**config.mk**
```make
export PLATFORM = sky130hd
export DESIGN_NAME = lslc_top
export DESIGN_NICKNAME = d
export VERILOG_FILES = /design/src/verilog/lslc_pkg.sv /design/src/verilog/lslc_top.sv /design/src/verilog/lslc_delay_line.sv
export VERILOG_INCLUDE_DIRS = /design/src /design/src/verilog
export SDC_FILE = /design/constraint.sdc
export NUM_CORES = 1
export LEC_CHECK = 0
export ABC_AREA = 1
export BUFFER_PORTS_ARGS = -buffer_cell sky130_fd_sc_hd__buf_2
export CAP_MARGIN = 20
export CORE_MARGIN = 4
export CORE_UTILIZATION = 50
export CTS_BUF_LIST = sky130_fd_sc_hd__clkbuf_16
export CTS_CLUSTER_SIZE = 10
export DETAILED_ROUTE_END_ITERATION = 10
export HOLD_SLACK_MARGIN = 0.02
export PLACE_DENSITY = 0.85
export RECOVER_POWER = 50
export SLEW_MARGIN = 20
export SYNTH_ARGS = -nofsm -noshare
export SYNTH_HDL_FRONTEND = slang
export SYNTH_SLANG_ARGS = --single-unit
```
**constraint.sdc**
```tcl
create_clock -name aclk -period 2.4 [get_ports aclk]
set_input_delay 0.48 -clock aclk [delete_from_list [all_inputs] [get_ports aclk]]
set_output_delay 0.48 -clock aclk [all_outputs]
set_load 0.02 [all_outputs]
```
**src/verilog/lslc_cfg.svh**
```systemverilog
// Register indices, field positions, reset values and sizes for the link control block
`ifndef LSLC_CFG_SVH
`define LSLC_CFG_SVH

// -----------------------------------------------------------------
// Register indices (byte address is four times the index)
// -----------------------------------------------------------------
`define LSLC_IDX_LATENCY 8'hB4
`define LSLC_IDX_SYNC 8'hB5
`define LSLC_IDX_PAYLOAD 8'hB6
`define LSLC_IDX_ERR_CTRL 8'hB7
`define LSLC_IDX_ERR_FLAG 8'hB8
`define LSLC_IDX_CAPTURE 8'hB9
`define LSLC_IDX_GAIN 8'hBA
`define LSLC_IDX_EXPOSURE 8'hBB
`define LSLC_IDX_IRQ_STAT 8'hF0
`define LSLC_IDX_IRQ_MASK 8'hF1

// -----------------------------------------------------------------
// Field positions
// -----------------------------------------------------------------
`define LSLC_LAT_MSB 1
`define LSLC_BIT_SYNC_EN 0
`define LSLC_BIT_TEN_BIT 0
`define LSLC_BIT_DET_EN 0
`define LSLC_BIT_STICKY 1
`define LSLC_BIT_CLEAR 2
`define LSLC_IRQ_ERR 0
`define LSLC_IRQ_CAP 1

// -----------------------------------------------------------------
// Reset values and sizes
// -----------------------------------------------------------------
`define LSLC_GAIN_RST 7'h10
`define LSLC_EXPO_RST 16'h00C8
`define LSLC_WORD_BITS 4'hB
`define LSLC_SYNC_PAYLOAD 10'h000
`define LSLC_RESP_OKAY 2'h0
`define LSLC_RESP_SLVERR 2'h2

`endif

```
**src/verilog/lslc_pkg.sv**
```systemverilog
// Shared types of the link control block
package lslc_pkg;

  // Link latency choice, 0 to 3 bit times
  typedef logic [1:0] lslc_lat_t;

  // Payload format of a serial word
  typedef enum logic {
    LSLC_FMT_8_PLUS_CTRL,
    LSLC_FMT_10_BIT
  } lslc_fmt_t;

  // Serializer states
  typedef enum logic {
    LSLC_SER_IDLE,
    LSLC_SER_SHIFT
  } lslc_ser_state_t;

endpackage : lslc_pkg

```
**src/verilog/lslc_top.sv**
```systemverilog
// Link control register bank with serializer, stereo error check and capture
// Function
// - Two-bit latency delays the output stream
// - Sync enable sends zero word with start
// - Ten-bit mode sends all pixel bits
// - Eight-bit mode adds two control bits
// - Error detection only while enabled
// - Sticky flag holds until cleared
// - Writing clear returns flag to zero unless a new error arrives
// - Flag readable and driven on pin
// - Capture register packs master and slave bytes
// - Capture when master reserved, slave not
// - Gain status, seven bits, resets 0x10
// - Exposure status, sixteen bits, resets 200
//
// Implementation choice: register access over AXI4-Lite.
`timescale 1ns/1ps
`include "lslc_cfg.svh"
module lslc_top #(
  parameter int ADDR_W = 12,
  parameter int LAT_DEPTH = 3
) (
  input wire logic aclk,
  input wire logic aresetn,
  input wire logic ce,
  input wire logic [ADDR_W-1:0] s_axi_awaddr,
  input wire logic s_axi_awvalid,
  output logic s_axi_awready,
  input wire logic [31:0] s_axi_wdata,
  input wire logic [3:0] s_axi_wstrb,
  input wire logic s_axi_wvalid,
  output logic s_axi_wready,
  output logic [1:0] s_axi_bresp,
  output logic s_axi_bvalid,
  input wire logic s_axi_bready,
  input wire logic [ADDR_W-1:0] s_axi_araddr,
  input wire logic s_axi_arvalid,
  output logic s_axi_arready,
  output logic [31:0] s_axi_rdata,
  output logic [1:0] s_axi_rresp,
  output logic s_axi_rvalid,
  input wire logic s_axi_rready,
  input wire logic pix_valid,
  output logic pix_ready,
  input wire logic [9:0] pix_data,
  input wire logic [1:0] pix_ctrl,
  input wire logic pix_reserved,
  input wire logic slave_valid,
  input wire logic [7:0] slave_pix,
  input wire logic [1:0] slave_ctrl,
  input wire logic slave_reserved,
  input wire logic gain_valid,
  input wire logic [6:0] gain_in,
  input wire logic expo_valid,
  input wire logic [15:0] expo_in,
  output logic serial_data_out,
  output logic stereo_error,
  output logic irq
);

  // -----------------------------------------------------------------
  // Address decode helpers
  // -----------------------------------------------------------------
  // Register index from a byte address
  function automatic logic [7:0] reg_idx(input logic [ADDR_W-1:0] a);
    reg_idx = a[9:2];
  endfunction

  // True for an implemented register
  function automatic logic is_mapped(input logic [ADDR_W-1:0] a);
    logic [7:0] i;
    i = a[9:2];
    is_mapped = (a[ADDR_W-1:10] == '0) &&
      ((i >= `LSLC_IDX_LATENCY && i <= `LSLC_IDX_EXPOSURE) ||
       i == `LSLC_IDX_IRQ_STAT || i == `LSLC_IDX_IRQ_MASK);
  endfunction

  // -----------------------------------------------------------------
  // Register state
  // -----------------------------------------------------------------
  lslc_pkg::lslc_lat_t lat_q; // Stream latency
  logic sync_en_q; // Internal sync enable
  lslc_pkg::lslc_fmt_t fmt_q; // Payload format
  logic det_en_q; // Stereo detect enable
  logic sticky_q; // Sticky flag mode
  logic clear_q; // One-cycle clear pulse
  logic flag_q; // Stereo error flag
  logic [15:0] cap_q; // Master and slave bytes
  logic [6:0] gain_q; // Gain status
  logic [15:0] expo_q; // Exposure status
  logic [1:0] irq_stat_q; // Sticky event bits
  logic [1:0] irq_mask_q; // Event mask
  logic aw_hold_q; // Write address taken
  logic w_hold_q; // Write data taken
  logic [ADDR_W-1:0] awaddr_q; // Held write address
  logic [31:0] wdata_q; // Held write data
  logic [3:0] wstrb_q; // Held byte strobes
  logic bvalid_q; // Write answer pending
  logic [1:0] bresp_q; // Write answer code
  logic rvalid_q; // Read answer pending
  logic [1:0] rresp_q; // Read answer code
  logic [31:0] rdata_q; // Read answer data

  // -----------------------------------------------------------------
  // AXI4-Lite write path
  // -----------------------------------------------------------------
  logic wr_go; // Both halves present, answer free
  logic rd_go; // Read address taken
  logic [7:0] wr_idx; // Decoded write index
  logic stat_rd; // Read of event status

  assign s_axi_awready = ce && !aw_hold_q && !bvalid_q;
  assign s_axi_wready = ce && !w_hold_q && !bvalid_q;
  assign wr_go = ce && aw_hold_q && w_hold_q && !bvalid_q;
  assign wr_idx = reg_idx(awaddr_q);
  assign s_axi_bvalid = bvalid_q;
  assign s_axi_bresp = bresp_q;

  // Write address and data capture, either order
  always_ff @(posedge aclk) begin
    if (!aresetn) begin
      aw_hold_q <= 1'b0;
      w_hold_q <= 1'b0;
      awaddr_q <= '0;
      wdata_q <= 32'h0000_0000;
      wstrb_q <= 4'h0;
    end else if (ce) begin
      if (s_axi_awvalid && s_axi_awready) begin
        aw_hold_q <= 1'b1;
        awaddr_q <= s_axi_awaddr;
      end else if (wr_go) begin
        aw_hold_q <= 1'b0;
      end
      if (s_axi_wvalid && s_axi_wready) begin
        w_hold_q <= 1'b1;
        wdata_q <= s_axi_wdata;
        wstrb_q <= s_axi_wstrb;
      end else if (wr_go) begin
        w_hold_q <= 1'b0;
      end
    end
  end

  // Write answer
  always_ff @(posedge aclk) begin
    if (!aresetn) begin
      bvalid_q <= 1'b0;
      bresp_q <= `LSLC_RESP_OKAY;
    end else if (ce) begin
      if (wr_go) begin
        bvalid_q <= 1'b1;
        bresp_q <= is_mapped(awaddr_q) ? `LSLC_RESP_OKAY : `LSLC_RESP_SLVERR;
      end else if (s_axi_bready) begin
        bvalid_q <= 1'b0;
      end
    end
  end

  // Control registers, low byte lane only
  always_ff @(posedge aclk) begin
    if (!aresetn) begin
      lat_q <= 2'h0;
      sync_en_q <= 1'b0;
      fmt_q <= lslc_pkg::LSLC_FMT_8_PLUS_CTRL;
      det_en_q <= 1'b0;
      sticky_q <= 1'b0;
      clear_q <= 1'b0;
      irq_mask_q <= 2'h0;
    end else if (ce) begin
      clear_q <= 1'b0;
      if (wr_go && wstrb_q[0]) begin
        case (wr_idx)
          `LSLC_IDX_LATENCY: lat_q <= wdata_q[`LSLC_LAT_MSB:0];
          `LSLC_IDX_SYNC: sync_en_q <= wdata_q[`LSLC_BIT_SYNC_EN];
          `LSLC_IDX_PAYLOAD: begin
            fmt_q <= lslc_pkg::lslc_fmt_t'(wdata_q[`LSLC_BIT_TEN_BIT]);
          end
          `LSLC_IDX_ERR_CTRL: begin
            det_en_q <= wdata_q[`LSLC_BIT_DET_EN];
            sticky_q <= wdata_q[`LSLC_BIT_STICKY];
            clear_q <= wdata_q[`LSLC_BIT_CLEAR];
          end
          `LSLC_IDX_IRQ_MASK: irq_mask_q <= wdata_q[1:0];
          default: ;
        endcase
      end
    end
  end

  // -----------------------------------------------------------------
  // AXI4-Lite read path
  // -----------------------------------------------------------------
  assign s_axi_arready = ce && !rvalid_q;
  assign rd_go = s_axi_arvalid && s_axi_arready;
  assign stat_rd = rd_go && is_mapped(s_axi_araddr) &&
    reg_idx(s_axi_araddr) == `LSLC_IDX_IRQ_STAT;
  assign s_axi_rvalid = rvalid_q;
  assign s_axi_rdata = rdata_q;
  assign s_axi_rresp = rresp_q;

  // Read mux into the answer register
  always_ff @(posedge aclk) begin
    if (!aresetn) begin
      rvalid_q <= 1'b0;
      rresp_q <= `LSLC_RESP_OKAY;
      rdata_q <= 32'h0000_0000;
    end else if (ce) begin
      if (rd_go) begin
        rvalid_q <= 1'b1;
        rresp_q <= is_mapped(s_axi_araddr) ? `LSLC_RESP_OKAY : `LSLC_RESP_SLVERR;
        rdata_q <= 32'h0000_0000;
        if (is_mapped(s_axi_araddr)) begin
          case (reg_idx(s_axi_araddr))
            `LSLC_IDX_LATENCY: rdata_q <= {30'h0, lat_q};
            `LSLC_IDX_SYNC: rdata_q <= {31'h0, sync_en_q};
            `LSLC_IDX_PAYLOAD: rdata_q <= {31'h0, fmt_q};
            `LSLC_IDX_ERR_CTRL: rdata_q <= {29'h0, 1'b0, sticky_q, det_en_q};
            `LSLC_IDX_ERR_FLAG: rdata_q <= {31'h0, flag_q};
            `LSLC_IDX_CAPTURE: rdata_q <= {16'h0, cap_q};
            `LSLC_IDX_GAIN: rdata_q <= {25'h0, gain_q};
            `LSLC_IDX_EXPOSURE: rdata_q <= {16'h0, expo_q};
            `LSLC_IDX_IRQ_STAT: rdata_q <= {30'h0, irq_stat_q};
            `LSLC_IDX_IRQ_MASK: rdata_q <= {30'h0, irq_mask_q};
            default: rdata_q <= 32'h0000_0000;
          endcase
        end
      end else if (s_axi_rready) begin
        rvalid_q <= 1'b0;
      end
    end
  end

  // -----------------------------------------------------------------
  // Serializer
  // -----------------------------------------------------------------
  lslc_pkg::lslc_ser_state_t ser_q; // Shifting or idle
  logic [3:0] cnt_q; // Bits left in the word
  logic [10:0] sh_q; // Start bit then payload, LSB first
  logic [9:0] payload; // Formatted pixel payload
  logic last_bit; // Word ends this cycle
  logic load; // New word enters
  logic ser_bit; // Undelayed line bit

  assign last_bit = (ser_q == lslc_pkg::LSLC_SER_IDLE) || (cnt_q == 4'h1);
  assign pix_ready = ce && last_bit && !sync_en_q;
  assign load = ce && last_bit && (sync_en_q || pix_valid);
  assign ser_bit = (ser_q == lslc_pkg::LSLC_SER_SHIFT) && sh_q[0];

  // Payload format choice
  always_comb begin
    if (sync_en_q) begin
      payload = `LSLC_SYNC_PAYLOAD;
    end else if (fmt_q == lslc_pkg::LSLC_FMT_10_BIT) begin
      payload = pix_data;
    end else begin
      payload = {pix_ctrl, pix_data[9:2]};
    end
  end

  // Shift register and bit count
  always_ff @(posedge aclk) begin
    if (!aresetn) begin
      ser_q <= lslc_pkg::LSLC_SER_IDLE;
      cnt_q <= 4'h0;
      sh_q <= 11'h000;
    end else if (ce) begin
      if (load) begin
        ser_q <= lslc_pkg::LSLC_SER_SHIFT;
        cnt_q <= `LSLC_WORD_BITS;
        sh_q <= {payload, 1'b1};
      end else if (last_bit) begin
        ser_q <= lslc_pkg::LSLC_SER_IDLE;
        cnt_q <= 4'h0;
      end else begin
        cnt_q <= cnt_q - 4'h1;
        sh_q <= {1'b0, sh_q[10:1]};
      end
    end
  end

  lslc_delay_line #(
    .DEPTH(LAT_DEPTH)
  ) u_delay (
    .aclk(aclk),
    .aresetn(aresetn),
    .ce(ce),
    .sel(lat_q),
    .bit_in(ser_bit),
    .bit_out(serial_data_out)
  );

  // -----------------------------------------------------------------
  // Stereo error detection and capture
  // -----------------------------------------------------------------
  logic mismatch; // Control bits disagree now
  logic capture; // Master reserved, slave not

  assign mismatch = det_en_q && pix_valid && slave_valid && (pix_ctrl != slave_ctrl);
  assign capture = pix_valid && slave_valid && pix_reserved && !slave_reserved;
  assign stereo_error = flag_q;

  // Error flag, new error wins over clear
  always_ff @(posedge aclk) begin
    if (!aresetn) begin
      flag_q <= 1'b0;
    end else if (ce) begin
      if (!sticky_q) begin
        flag_q <= mismatch;
      end else if (mismatch) begin
        flag_q <= 1'b1;
      end else if (clear_q) begin
        flag_q <= 1'b0;
      end
    end
  end

  always_ff @(posedge aclk) begin
    if (!aresetn) begin
      cap_q <= 16'h0000;
    end else if (ce && capture) begin
      cap_q <= {pix_data[9:2], slave_pix};
    end
  end

  always_ff @(posedge aclk) begin
    if (!aresetn) begin
      gain_q <= `LSLC_GAIN_RST;
    end else if (ce && gain_valid) begin
      gain_q <= gain_in;
    end
  end

  always_ff @(posedge aclk) begin
    if (!aresetn) begin
      expo_q <= `LSLC_EXPO_RST;
    end else if (ce && expo_valid) begin
      expo_q <= expo_in;
    end
  end

  // -----------------------------------------------------------------
  // Interrupt status, cleared by read, set wins
  // -----------------------------------------------------------------
  logic [1:0] ev; // Events this cycle

  assign ev = {capture, mismatch};
  assign irq = |(irq_stat_q & irq_mask_q);

  always_ff @(posedge aclk) begin
    if (!aresetn) begin
      irq_stat_q <= 2'h0;
    end else if (ce) begin
      irq_stat_q <= (stat_rd ? 2'h0 : irq_stat_q) | ev;
    end
  end
endmodule // lslc_top

```
**src/verilog/lslc_delay_line.sv**
```systemverilog
// Selectable bit delay that aligns the serial stream with the partner sensor
`timescale 1ns/1ps
module lslc_delay_line #(
  parameter int DEPTH = 3
) (
  input wire logic aclk,
  input wire logic aresetn,
  input wire logic ce,
  input wire lslc_pkg::lslc_lat_t sel,
  input wire logic bit_in,
  output logic bit_out
);

  // -----------------------------------------------------------------
  // Delay stages
  // -----------------------------------------------------------------
  logic [DEPTH:0] tap; // Tap 0 is the undelayed bit

  assign tap[0] = bit_in;

  // One flop per stage, frozen with the clock enable
  genvar g;
  generate
    for (g = 1; g <= DEPTH; g++) begin : g_stage
      always_ff @(posedge aclk) begin
        if (!aresetn) begin
          tap[g] <= 1'b0;
        end else if (ce) begin
          tap[g] <= tap[g-1];
        end
      end
    end
  endgenerate

  // -----------------------------------------------------------------
  // Tap select
  // -----------------------------------------------------------------
  // latency tap pick
  assign bit_out = tap[sel];

endmodule // lslc_delay_line

```
Word level (Yosys, flattened, before mapping)
Cells that the tools add are included.
{"block": "word_totals", "reg_bits": 126, "input_bits": 119, "output_inout_bits": 45, "word_cells": 151}
{"block": "classes", "n_addsub": 1, "order_cmp": 5, "eq_ne": 20, "mux": 27, "bitwise_logic": 3, "n_reduce_logical": 67}
{"operator": "case mux 16 bit (10 select lines)", "count": 1}
{"operator": "== test 8 bit, second input constant", "count": 16}
{"operator": "logical AND 1 bit", "count": 31}
{"operator": "two-way mux 11 bit", "count": 2}
{"operator": "AND reduction 2 bit", "count": 11}
{"operator": "two-way mux 10 bit", "count": 2}
{"operator": ">= comparator 8 bit, second input constant", "count": 2}
{"operator": "<= comparator 8 bit, second input constant", "count": 2}
{"operator": "two-way mux 16 bit", "count": 1}
{"operator": "two-way mux 1 bit", "count": 15}
{"operator": "AND reduction 3 bit", "count": 5}
{"operator": "nonzero test 2 bit", "count": 5}
{"operator": "two-way mux 4 bit", "count": 2}
{"operator": "logical NOT 1 bit", "count": 6}
{"operator": "logical OR 1 bit", "count": 6}
{"operator": "two-way mux 2 bit", "count": 3}
{"operator": "== test 4 x 1 -> 1 bit, second input constant", "count": 1}
{"operator": "logical NOT 2 bit", "count": 2}
{"operator": "subtractor 4 x 1 -> 4 bit, second input constant", "count": 1}
{"operator": "less-than comparator 2 x 3 -> 1 bit, second input constant", "count": 1}
{"operator": "!= test 3 x 1 -> 1 bit, second input constant", "count": 1}
{"operator": "bitwise AND 2 bit", "count": 1}
{"operator": "binary-select mux 1 bit (select 2 bit)", "count": 1}
{"operator": "!= test 2 x 1 -> 1 bit, second input constant", "count": 1}
{"operator": "4 further kinds", "count": 4}

Logic depth before layout (Yosys ltp)
{"block": "logic_depth", "depth_word": 9, "ltp_mapped": 10, "ltp_nobuf": 10}

Hierarchy
From an unflattened synthesis, not the netlist that was laid out.
{"block": "hier_totals", "hier_cells": 685, "hier_area_um2": 4924.7}
{"mod": "lslc_top", "instances": 1, "cells_per_inst": 659, "area_per_inst_um2": 4772.1, "seq_area_each_um2": 2062.0}
{"mod": "lslc_delay_line", "instances": 1, "cells_per_inst": 26, "area_per_inst_um2": 152.6, "seq_area_each_um2": 60.1}

Least setup slack after synthesis
No wires, ideal clock.
{"block": "synth_path", "path_kind": "register to output", "startpoint": "register cnt_q[1]", "endpoint": "output pix_ready", "t_arrival_ns": 1.144, "required_time_ns": 1.920, "slack_ns": 0.776, "stages_incl_launch_ff": 7, "path_buffers": 0, "cell_sequence": "dfxtp_1 -> inv_1 -> ha_1 -> a21boi_4 -> nor2_1 -> inv_1 -> nor2_1"}
{"block": "synth_between", "elab_chain_len": 4}
{"element": "start: declaration", "line": "lslc_top.sv:237", "source": "logic [3:0] cnt_q;"}
{"element": "start signal: assignment", "line": "lslc_top.sv:269", "source": "cnt_q <= `LSLC_WORD_BITS;"}
{"element": "start signal: assignment", "line": "lslc_top.sv:275", "source": "cnt_q <= cnt_q - 4'h1;"}
{"element": "== test 4 x 1 -> 1 bit", "line": "lslc_top.sv:244", "source": "assign last_bit = (ser_q == lslc_pkg::LSLC_SER_IDLE) || (cnt_q == 4'h1);"}
{"element": "logical OR 1 bit", "line": "lslc_top.sv:244"}
{"element": "logical AND 1 bit (2 in a row)", "line": "lslc_top.sv:245", "source": "assign pix_ready = ce && last_bit && !sync_en_q;"}
{"element": "end: declaration", "line": "lslc_top.sv:44", "source": "output logic pix_ready,"}
Every way passes these cells.

Worst setup path in the final report
Ends and elaborated chain as after synthesis.

==> implementation parameters <==
Parameter                              Value

Global route
  GRT Util Overall    0.2185
  Pin count of the biggest net entering global routing    37
  Global route total overflow    0
  Wire length of the first global-routing pass    20100 um
  Number of antenna violations at the first check in global routing    0
  Vias in the first global route    4388

Power
  Total power    between 3 and 4 mW
  PD cells    646.0 mW/mm2
  Static leakage power    2.352 nW
  Peak VDD IR    0.4006 mV

Synth
  Share of async-settable or async-resettable flops after synthesis    0
  Synth Register Bits    106
  Area of the mapped netlist    approximately 0.0049 mm2
  Post-synthesis cell type with the largest combined area    dfxtp_1
  Sequential-to-total area share from yosys stat    0.4375
  Dominant cells by area after synthesis    dfxtp_1, nand2_1, o21ai_0, nor2_1, a21oi_1
  Gate count after technology mapping    679
  EDFF count, synth    0
  Synth cell types    37
  Area share of the largest cell type after synthesis    0.4375
  Number of warnings reported in the yosys synthesis log    0
  Dominant synthesized flop cell    dfxtp_1
  Synthesized area divided by synthesized cell count    7.144 um2

Setup path
  Gate family responsible for the most delay along the worst path    compound AO/OA/AOI/OAI gates
  Startpoint type of the worst setup path    flop
  Instance count on the critical path    7
  Flop-to-flop setup slack    between 0.7 and 0.8 ns
  Largest incremental delay on the critical path    0.34 ns
  Data required time of the critical path    1.92 ns
  Worst Setup End Kind    output port
  CP Class    reg2out
  Combined buffer and inverter count along the critical path    3
  WP data arrival    1.72 ns
  Depth of the worst register-to-register path    9
  Crit path max fanout    10
  Cells along the critical path    inv_1 -> ha_1 -> a21boi_4 -> nor2_1 -> inv_1 -> nor2_1 -> buf_2
  Cell type of the slowest stage on the worst timing path    a21boi_4

Place
  Count of port buffers added during placement    109
  Setup slack at placement    0.3842 ns
  Placed Cells    899
  Dpl cell area    0.005428 mm2
  Routability cong.    0.8765
  Placed wire-length estimate    9109 um

STA
  Final worst-path cycle share    0.9158
  Normalized max-slew margin    0.1074
  Timing-limited maximum frequency    455.0 MHz
  Setup violators final    0
  Minimum hold slack    about 0.33 ns
  Worst Tran Pin Value    1.339 ns
  Setup repair after global routing missed its margin    false
  Setup skew after layout    a little over 0.008 ns
  Tmin final    between 2 and 2.5 ns
  Number of hold violations in the final report    0
  Worst-case setup margin in the final layout    0.2021 ns
  Total Neg Setup Slack    0 ns
  Max Slew Vio Count    0

Route
  Mean routed wirelength per cell    between 10 and 15 um
  DRC Markers    0
  Count of vias placed by the detailed router    between 4000 and 5000
  Post-DR vias/cell    5.187
  Antenna violation net count after detailed routing    0
  Routed wire length    12580 um
  Number of detailed-routing iterations run before antenna repair    5
  Drt initial violations    348

Layout
  Area growth syn-to-layout    16.84%
  Antenna diode count    0
  Non-filler cells in the finished layout    between 900 and 1000
  Commonest cells after routing, fill and taps aside    nand2_1, dfxtp_1, nor2_1, o21ai_0, buf_2
  Final Net Count    between 900 and 1000
  Most common library cell in the layout ignoring fill and taps    nand2_1
  Final design instance area without fill    0.005668 mm2
  Share of final-layout standard cells stronger than drive strength 1    0.1794
  Utilization after layout    0.6076

Clock network
  Clock sinks    about 110
  Hold-fix buffers at CTS    0
  Clk slew on worst S/H paths    roughly 0.07 ns
  Clock tree from TritonCTS    built
  Master cell of the clock root buffer    clkbuf_16
  Number of gates resized after cts    0
  Number of clock buffers inserted by TritonCTS    9
  Clock latency at the later pin of the worst-skew pair    between 0.3 and 0.4 ns
  H-tree Lvls    3
  Total setup buffers inserted after CTS    0
  Clock Path Buffers    2

Floorplan
  Width of the die    106.5 um
  Initial cell density of the core    0.5201
  Vertical extent of the die    between 100 and 150 um
  Die area    0.01134 mm2
  Standard-cell row count    35
  Top-level port count    164
  Area inside the core boundary    0.009328 mm2

Worst hold path
  Cell depth of the worst hold path    3
  Path category of the worst min-delay check    in2reg

Job
  Max-cap violation count    0

Status
  Outcome    finished clean
## cells by family (layout without fill, tap and decap cells)
family | after synthesis | after routing | synth area share
AND/OR/NAND/NOR | 296 | 296 | 0.2623
AO/OA/AOI/OAI | 170 | 170 | 0.1916
flip-flops | 106 | 106 | 0.4375
buffers and inverters | 101 | 191 | 0.09724
XOR/XNOR | 3 | 3 | 0.005418
adder cells (fa/ha/maj) | 2 | 2 | 0.005158
other | 1 | 18 | 0.0007731
## Yosys cell counts, drive strengths merged (2+ instances only)
library cell,count
nand2,142
nand3,31
clkinv,2
o211ai,2
a31oi,5
xor2,2
inv,56
clkbuf,17
nor3,8
nand4,12
nor2,100
a21oi,65
ha,2
buf,26
dfxtp,106
or2,3
a211oi,2
o21ai,92
## path summary, 6_finish.rpt
| check | end | from |
|---|---|---|
| min | expo_q[6]$_SDFFE_PN1P_ | expo_in[6] |
| max reg2reg | cnt_q[1]$_SDFFE_PN0P_ | cnt_q[1]$_SDFFE_PN0P_ |
| max | pix_ready | cnt_q[1]$_SDFFE_PN0P_ |
| min reg2reg | expo_q[11]$_SDFFE_PN0P_ | expo_q[11]$_SDFFE_PN0P_ |
## tightest hold or removal path, delay by kind of cell
family | cells | cell delay [ns]
buffers and inverters | 1 | 0.07
and+or+nand+nor | 2 | 0.09
## per-layer routing
layer  global-route usage  wire, um
met5                    0         0
met2               0.3615      5835
met1               0.2768      5383
met3              0.05282      1036
met4              0.08037       320
## where the power goes
part	internal (mW)	leakage [nW]	switching, mW	total, mW
Sequential	1.83	0.865	0.0408	1.87
Clock	0.713	0.135	0.675	1.39
Combinational	0.140	1.35	0.262	0.402
Total	2.68	2.35	0.977	3.66
## registers in the layout (all words and copies together), names as in the netlist, 2 cells and up
| register | cells |
|---|---|
| sh_q | 11 |
| awaddr_q | 10 |
| irq_stat_q | 2 |
| lat_q | 2 |
| cap_q | 16 |
| irq_mask_q | 2 |
| s_axi_rdata | 16 |
| gain_q | 7 |
| wdata_q | 3 |
| expo_q | 16 |
| u_delay.tap | 3 |
| cnt_q | 4 |
## final cells by class
class	count	area [um2]
Clock buffer	9	225.2
Clock inverter	7	53.80
Sequential cell	106	2122
Inverter	58	217.7
Tap cell	129	161.4
Timing Repair Buffer	117	566.8
Multi-Input combinational cell	489	2321
Fill cell	861	3660
(Power assumes the default switching activity.)
